### config.mk
export PLATFORM = sky130hd
export DESIGN_NAME = prioritized_interrupt_unit
export DESIGN_NICKNAME = d
export VERILOG_FILES = /design/src/hdl/edge_latch.v /design/src/hdl/event_flags.v /design/src/hdl/prioritized_interrupt_unit.v
export VERILOG_INCLUDE_DIRS = /design/src /design/src/hdl
export SDC_FILE = /design/constraint.sdc
export NUM_CORES = 1
export LEC_CHECK = 0
export BUFFER_PORTS_ARGS = -buffer_cell sky130_fd_sc_hd__buf_2
export CAP_MARGIN = 20
export CORE_MARGIN = 1.5
export CORE_UTILIZATION = 55
export CTS_BUF_LIST = sky130_fd_sc_hd__clkbuf_4 sky130_fd_sc_hd__clkbuf_8
export CTS_CLUSTER_SIZE = 8
export DETAILED_ROUTE_END_ITERATION = 8
export GPL_TIMING_DRIVEN = 1
export PLACE_DENSITY = 0.83
export SETUP_SLACK_MARGIN = 0.2
export SLEW_MARGIN = 0
export SYNTH_ARGS = -nofsm -noshare
export SYNTH_HDL_FRONTEND = slang
export SYNTH_HIERARCHICAL = 1
export SYNTH_SLANG_ARGS = --single-unit
### constraint.sdc
create_clock -name ref_clk -period 2.3 [get_ports ref_clk]
set_input_delay 0.115 -clock ref_clk [delete_from_list [all_inputs] [get_ports ref_clk]]
set_output_delay 0.115 -clock ref_clk [all_outputs]
set_load 0.05 [all_outputs]
### src/hdl/irq_unit_map.vh
// Purpose: constants for the prioritized interrupt unit
// Assumes: 12-bit program addresses, 8-bit data space
// Notes: option register is write-only
`ifndef IRQ_UNIT_MAP_VH
`define IRQ_UNIT_MAP_VH
`define IOPT_ADDR 8'hC8
`define IOPT_RESET 8'h00
`define IOPT_LES_BIT 6
`define IOPT_ESB_BIT 5
`define IOPT_GEN_BIT 4
`define VEC_SRC0 12'hFFC
`define VEC_SRC1 12'hFF6
`define VEC_SRC2 12'hFF4
`define VEC_SRC3 12'hFF2
`define VEC_SRC4 12'hFF0
`define EVT_STAT_ADDR 8'hE0
`define MODE_NORMAL 2'h0
`define MODE_IRQ 2'h1
`define MODE_NMI 2'h2
`endif

### src/hdl/edge_latch.v
// Purpose: one-deep edge request latch with selectable polarity
// Assumes: line synchronous to ref_clk
// Notes: later edges while set are dropped, set wins over clear
`timescale 1ns/100ps
`default_nettype none
module edge_latch (
    input wire ref_clk,
    input wire rstn,
    input wire lineIn,
    input wire risingSel,
    input wire clearPulse,
    output reg pending
);
    reg lineDly;
    wire hit = risingSel ? (lineIn & ~lineDly) : (~lineIn & lineDly);
    // previous level and sticky latch
    always @(posedge ref_clk) begin
        if (!rstn) begin
            lineDly <= 1'b1;
            pending <= 1'b0;
        end else begin
            lineDly <= lineIn;
            if (hit)
                pending <= 1'b1;
            else if (clearPulse)
                pending <= 1'b0;
        end
    end
endmodule // edge_latch
`default_nettype wire

### src/hdl/event_flags.v
// Purpose: per-event sticky flags that software polls
// Assumes: events are one-cycle pulses
// Notes: a write of one clears a flag; a new event wins
`timescale 1ns/100ps
`default_nettype none
module event_flags (
    input wire ref_clk,
    input wire rstn,
    input wire [7:0] evtIn,
    input wire [7:0] clrMask,
    input wire clrStb,
    output reg [7:0] flags
);
    genvar i;
    generate
        for (i = 0; i < 8; i = i + 1) begin : g_flag
            // set beats clear in the same cycle
            always @(posedge ref_clk) begin
                if (!rstn)
                    flags[i] <= 1'b0;
                else if (evtIn[i])
                    flags[i] <= 1'b1;
                else if (clrStb && clrMask[i])
                    flags[i] <= 1'b0;
            end
        end
    endgenerate
endmodule // event_flags
`default_nettype wire

### src/hdl/prioritized_interrupt_unit.v
// Purpose: fixed-priority interrupt unit beside an 8-bit core
// Assumes: core samples at instruction end, acks on routine entry
// Notes: nmi preempts any maskable routine, not its own; maskable ones never nest
//
// Strobed register access was decided locally.
`timescale 1ns/100ps
`default_nettype none
`include "irq_unit_map.vh"
// Summary of operation
// nmi preempts any routine; maskable sources never preempt each other (here nmi is held off during an nmi routine)
// pending maskable requests served in fixed order, source 1 first
// accepted request loads program counter with that source's vector
// vectors FFC, FF6, FF4, FF2, FF0 for sources 0 to 4
// global enable set allows all; cleared blocks maskable, nmi stays
// with enable low nmi still served but gives no wake-up
// nmi held in flip-flop cleared when its routine begins
// level/edge bit makes source 1 level when set, falling edge else
// source 2 always edge; polarity bit set rising, cleared falling
// sources 3 and 4 are level sensitive only
// edge latch set by edge, cleared at entry, holds only one
// level requester holds line low when sampled at instruction end
// lines tested at instruction end; routine replaces next instruction
// entry swaps flag set, pushes pc, inhibits maskable, loads vector
// three flag sets for normal, interrupt and nmi, switched in hardware
// return restores previous flag set and pops saved program counter
// option register at C8 write-only, reset zero, unused bits ignored
// each or-combined event keeps its own pollable flag
// spi to 1, ports to 2, timers and oscillator to 3, converter to 4
// wait or stop refused while enabled request pending
// single request strobe with source index, ack marks entry
module prioritized_interrupt_unit (
    input wire ref_clk,
    input wire rstn,
    // register port
    input wire [7:0] regAddr,
    input wire [7:0] regWdata,
    input wire regWr,
    input wire regRd,
    output reg [7:0] regRdata,
    // request lines; nmi and source 1 active low, port line polarity selectable
    input wire nmiLineN,
    input wire extLine1N,
    input wire portLine,
    // peripheral events
    input wire spiDoneEvt,
    input wire timerZeroEvt,
    input wire slowOscEvt,
    input wire reloadOvfEvt,
    input wire reloadCmpEvt,
    input wire reloadEdgeEvt,
    input wire convDoneEvt,
    // peripheral level requests (already masked)
    input wire spiReq,
    input wire timerReq,
    input wire slowOscReq,
    input wire reloadReq,
    input wire convReq,
    // core side
    input wire instrEnd,
    input wire irqAck,
    input wire retiExec,
    input wire sleepReq,
    input wire [1:0] flagsIn,
    input wire flagsWr,
    input wire [11:0] pcIn,
    output wire irqReq,
    output reg [2:0] irqSrc,
    output reg [11:0] irqVector,
    output wire [1:0] flagsOut,
    output reg [11:0] pcOut,
    output reg [1:0] modeOut,
    output wire sleepAllow,
    output wire wakeUp
);
    reg [7:0] interrupt_option_reg;
    reg [1:0] modeReg;
    reg [1:0] prevModeReg;
    reg nmiPending;
    reg [1:0] flagSet [0:2];
    reg [11:0] stackPc [0:1];
    reg stackPtr;
    reg nmiLineDly;
    reg [2:0] srcNext;
    reg [11:0] vecNext;
    reg reqNext;
    wire globalIrqEnable = interrupt_option_reg[`IOPT_GEN_BIT];
    wire levelEdgeSelect = interrupt_option_reg[`IOPT_LES_BIT];
    wire edgePolaritySelect = interrupt_option_reg[`IOPT_ESB_BIT];
    wire src1EdgePend;
    wire src2EdgePend;
    wire [7:0] evtFlags;
    wire optWrite = regWr && (regAddr == `IOPT_ADDR);
    wire flagClr = regWr && (regAddr == `EVT_STAT_ADDR);
    wire ackNmi = irqAck && (irqSrc == 3'd0);
    wire ackSrc1 = irqAck && (irqSrc == 3'd1);
    wire ackSrc2 = irqAck && (irqSrc == 3'd2);

    // option register, whole byte writes only, no readback
    always @(posedge ref_clk) begin
        if (!rstn)
            interrupt_option_reg <= `IOPT_RESET;
        else if (optWrite)
            interrupt_option_reg <= {1'b0, regWdata[6:4], 4'h0};
    end

    // read path: option register is write-only and reads zero
    always @(posedge ref_clk) begin
        if (!rstn)
            regRdata <= 8'h00;
        else if (regRd && regAddr == `EVT_STAT_ADDR)
            regRdata <= evtFlags;
        else
            regRdata <= 8'h00;
    end

    // nmi falling edge latch; set wins over the ack clear
    always @(posedge ref_clk) begin
        if (!rstn) begin
            nmiLineDly <= 1'b1;
            nmiPending <= 1'b0;
        end else begin
            nmiLineDly <= nmiLineN;
            if (nmiLineDly && !nmiLineN)
                nmiPending <= 1'b1;
            else if (ackNmi)
                nmiPending <= 1'b0;
        end
    end

    // source 1 edge path, falling edge only
    edge_latch u_src1 (
        .ref_clk(ref_clk),
        .rstn(rstn),
        .lineIn(extLine1N),
        .risingSel(1'b0),
        .clearPulse(ackSrc1),
        .pending(src1EdgePend)
    );

    // source 2 always edge, polarity selectable
    edge_latch u_src2 (
        .ref_clk(ref_clk),
        .rstn(rstn),
        .lineIn(portLine),
        .risingSel(edgePolaritySelect),
        .clearPulse(ackSrc2),
        .pending(src2EdgePend)
    );

    // per-event flags for polling inside shared routines
    event_flags u_flags (
        .ref_clk(ref_clk),
        .rstn(rstn),
        .evtIn({1'b0, spiDoneEvt, convDoneEvt, reloadEdgeEvt, reloadCmpEvt, reloadOvfEvt, slowOscEvt, timerZeroEvt}),
        .clrMask(regWdata),
        .clrStb(flagClr),
        .flags(evtFlags)
    );

    // source request levels after routing
    wire src1Pend = (levelEdgeSelect ? !extLine1N : src1EdgePend) | spiReq;
    wire src2Pend = src2EdgePend;
    wire src3Pend = timerReq | slowOscReq | reloadReq;
    wire src4Pend = convReq;
    wire anyMaskable = src1Pend | src2Pend | src3Pend | src4Pend;
    // maskable lines inhibited outside normal mode
    wire maskOk = globalIrqEnable && (modeReg == `MODE_NORMAL);
    wire nmiOk = nmiPending && (modeReg != `MODE_NMI);

    // fixed priority pick, nmi first then 1 down to 4
    always @* begin
        reqNext = 1'b1;
        srcNext = 3'd0;
        vecNext = `VEC_SRC0;
        if (nmiOk) begin
            srcNext = 3'd0;
            vecNext = `VEC_SRC0;
        end else if (maskOk && src1Pend) begin
            srcNext = 3'd1;
            vecNext = `VEC_SRC1;
        end else if (maskOk && src2Pend) begin
            srcNext = 3'd2;
            vecNext = `VEC_SRC2;
        end else if (maskOk && src3Pend) begin
            srcNext = 3'd3;
            vecNext = `VEC_SRC3;
        end else if (maskOk && src4Pend) begin
            srcNext = 3'd4;
            vecNext = `VEC_SRC4;
        end else begin
            reqNext = 1'b0;
        end
    end

    // request held valid from instruction end until ack
    reg reqHeld;
    always @(posedge ref_clk) begin
        if (!rstn) begin
            reqHeld <= 1'b0;
            irqSrc <= 3'd0;
            irqVector <= 12'h000;
        end else if (irqAck) begin
            reqHeld <= 1'b0;
        end else if (instrEnd && !reqHeld && reqNext) begin
            reqHeld <= 1'b1;
            irqSrc <= srcNext;
            irqVector <= vecNext;
        end
    end
    assign irqReq = reqHeld;

    // mode tracking, one saved level since maskable never nests
    always @(posedge ref_clk) begin
        if (!rstn) begin
            modeReg <= `MODE_NORMAL;
            prevModeReg <= `MODE_NORMAL;
            stackPtr <= 1'b0;
            stackPc[0] <= 12'h000;
            stackPc[1] <= 12'h000;
            pcOut <= 12'h000;
        end else if (irqAck) begin
            prevModeReg <= modeReg;
            modeReg <= (irqSrc == 3'd0) ? `MODE_NMI : `MODE_IRQ;
            stackPc[stackPtr] <= pcIn;
            stackPtr <= ~stackPtr;
            pcOut <= irqVector;
        end else if (retiExec && modeReg != `MODE_NORMAL) begin
            // nmi over irq returns to irq, else to normal
            modeReg <= (modeReg == `MODE_NMI) ? prevModeReg : `MODE_NORMAL;
            prevModeReg <= `MODE_NORMAL;
            stackPtr <= ~stackPtr;
            pcOut <= stackPc[~stackPtr];
        end
    end

    // three carry/zero pairs, the live one follows the mode
    always @(posedge ref_clk) begin
        if (!rstn) begin
            flagSet[0] <= 2'b00;
            flagSet[1] <= 2'b00;
            flagSet[2] <= 2'b00;
        end else if (flagsWr) begin
            flagSet[modeReg] <= flagsIn;
        end
    end
    assign flagsOut = flagSet[modeReg];

    // mode output registered for the core
    always @(posedge ref_clk) begin
        if (!rstn)
            modeOut <= `MODE_NORMAL;
        else
            modeOut <= modeReg;
    end

    // sleep is refused while anything enabled waits
    wire enabledPending = nmiPending | (globalIrqEnable & anyMaskable);
    assign sleepAllow = sleepReq && !enabledPending;
    // wake-up only with global enable; with it low nmi cannot wake
    assign wakeUp = globalIrqEnable && enabledPending;
endmodule // prioritized_interrupt_unit
`default_nettype wire

==> impl_metrics.env <==
export IMPL_drtIter0Drc=134
export IMPL_die_height_um=84.7
export IMPL_io_pins=96
export IMPL_area_growth_pct=23.0
export IMPL_path_clk_slew_ns=0.08
export IMPL_yosysUniqueCellTypes=45
export IMPL_irDropWorstVdd_uv=459
export IMPL_synth_cells=339
export IMPL_grt_pass1_vias=2607
export IMPL_grt_total_usage_pct=21.7
export IMPL_globalplace_congestion=0.844
export IMPL_outcome="complete, no violations"
export IMPL_clkPwrFrac_pct=37.8
export IMPL_rsz0062_at_grt="false"
export IMPL_wl_met1_mm=3.40
export IMPL_antennaDiodeCount=0
export IMPL_wl_met3_um=314
export IMPL_reg_top3="stackPc (24), pcOut (12)"
export IMPL_crit_fanout=5
export IMPL_yosys_warnings=6
export IMPL_ant_nets=0
export IMPL_end_kind="output pin"
export IMPL_synth_largest_area_cell="dfxtp_1"
export IMPL_fin_crit_ns=1.82
export IMPL_slew_headroom_pct=56.5
export IMPL_cp_arrival_ns=1.70
export IMPL_io_buffers=94
export IMPL_clock_skew_ns=0.00990
export IMPL_overflow=0
export IMPL_ys_seq_elements=85
export IMPL_num_vias=2757
export IMPL_synth_edf_count=32
export IMPL_drt_vias_per_instance=5.29
export IMPL_tightest_slew_ns=0.650
export IMPL_start_kind="input port"
export IMPL_seq_area_frac_synth_pct=55.0
export IMPL_yosys_area_top_type_share_pct=28.9
export IMPL_synth_flop_cell="dfxtp_1"
export IMPL_antenna_found_initial=0
export IMPL_die_x_um=84.7
export IMPL_finalSetupViolations=0
export IMPL_cap_viol_max_count=0
export IMPL_routed_top_layer="met4"
export IMPL_dr_wl_met2_mm=3.65
export IMPL_cts_sinks=85
export IMPL_hp_class="input port to flip-flop"
export IMPL_layout_common_cells="buf_2, dfxtp_1, and2_1, edfxtp_1, nor2_1"
export IMPL_row_count=29
export IMPL_largest_reg_flops=24
export IMPL_switching_share_pct=23.4
export IMPL_fill_cells=492
export IMPL_p_seq_share_pct=50.6
export IMPL_synth_area_per_cell_sq_um=10.8
export IMPL_fp_coreArea_sq_um=6390
export IMPL_clock_latency_ns=0.35
export IMPL_hpwlAfterDp_mm=5.32
export IMPL_drive_gt1_share_pct=28.2
export IMPL_cts_setup_buffers=0
export IMPL_max_freq_mhz=550
export IMPL_die_area_sq_um=7180
export IMPL_required_ns=2.18
export IMPL_final_common_cell="buf_2"
export IMPL_p_per_area_nw_per_um2=729
export IMPL_cts_tree="built"
export IMPL_firstDrtPassIters=7
export IMPL_clockBufferDepth=2
export IMPL_drv_slew=0
export IMPL_holdWs_ns=0.0146
export IMPL_pwr_share_comb_pct=11.6
export IMPL_htree_levels=3
export IMPL_p_switching_uw=771
export IMPL_routedWlPerCell_um=14.5
export IMPL_wl_mm=7.54
export IMPL_p_int_uw=2530
export IMPL_post_route_period_util_pct=79.0
export IMPL_top_register="stackPc"
export IMPL_grt_max_degree=45
export IMPL_drc_errors=0
export IMPL_initial_core_util_pct=57.5
export IMPL_grt_first_pass_wirelength_mm=12.2
export IMPL_hold_violations=0
export IMPL_synthArstFlopShare_pct=0
export IMPL_cts_buffers=9
export IMPL_nets=493
export IMPL_critical_path_class="input port to output pin"
export IMPL_synth_area_sq_um=3670
export IMPL_synthTopCellsByArea="dfxtp_1, edfxtp_1, and2_1, mux2i_1, o21a_1"
export IMPL_p_leak_uw=0.00199
export IMPL_fin_setup_tns_ns=0
export IMPL_root_buffer="clkbuf_8"
[per-layer routing]
metal	up-vias	track usage, %
met5	-	0
met4	0	9.38
met3	16	4.33
met2	79	36.1
met1	1282	27.5
li1	1380	-
[power groups by stage]
stage	combinational [uW]	clock, uW	sequential [uW]
after floorplan	217	0	1730
after global placement	353	0	1700
after detailed placement	363	0	1700
after CTS	382	1260	1670
after global routing	413	1330	1680
final	381	1250	1670
[metrics by stage]
step / cells / worst slack [ns] / power (uW) / cell area, sq um / utilization, %
2_1_floorplan: 343 / 0.328 / 1950 / 3690 / -
3_3_place_gp: 492 / 0.708 / 2050 / 4150 / 65.0
3_5_place_dp: 492 / 0.613 / 2070 / 4150 / 65.0
4_1_cts: 521 / 0.485 / 3310 / 4520 / 70.7
5_1_grt: 521 / 0.394 / 3420 / 4520 / 70.7
6_report: 521 / 0.482 / 3300 / 4520 / 70.7
[final timing paths]
kind	start	to	slack, ns	depth (start not counted)
max	extLine1N	wakeUp	0.48	6
max reg2reg	modeReg[1]	irqVector[2]	0.59	4
min reg2reg	u_flags/flags[0]	regRdata[0]	0.45	1
min	reloadCmpEvt	u_flags/flags[3]	0.01	3
[final cells by class]
class	count	area, sq um	area share [%]
inverters	12	45.0	0.997
clock inverters	5	100	2.22
repair buffers	113	646	14.3
well taps	77	96.3	2.13
multi-input cells	218	1470	32.5
flip-flops and latches	85	2020	44.8
clock buffers	11	139	3.07
[what timing repair did]
action / in CTS / in global routing
endpoints found under the hold margin: 13 / 0
hold buffers: 13 / 0
gates resized for setup: 0 / 0
[worst max-delay path, stage by stage]
cell and delay, ns:
dlygate4sd3_1 0.53, buf_2 0.13, and2_1 0.19, o2111ai_2 0.33, o21a_1 0.16, buf_2 0.25
[cell families after synthesis]
family / Yosys count / synth area share [%]
AO/OA/AOI/OAI: 65 / 12.7
multiplexers: 21 / 6.54
AND/OR/NAND/NOR: 127 / 20.3
flip-flops: 85 / 55.0
other: 1 / 0.102
buffers and inverters: 40 / 5.35
[cell usage after synthesis, types with 4 or more instances]
library cell,instances
nand2b_1,8
edfxtp_1,32
inv_1,12
dfxtp_1,53
and2_1,40
nor3b_1,5
nor2_1,19
o21a_1,11
buf_4,10
a21oi_1,4
nand3_1,5
a211oi_1,8
buf_2,7
nand2_1,18
clkbuf_1,9
nor2b_1,11
mux2i_1,18
a31oi_1,9
o21ai_0,15
No activity file was read; power rests on OpenSTA's default activity.
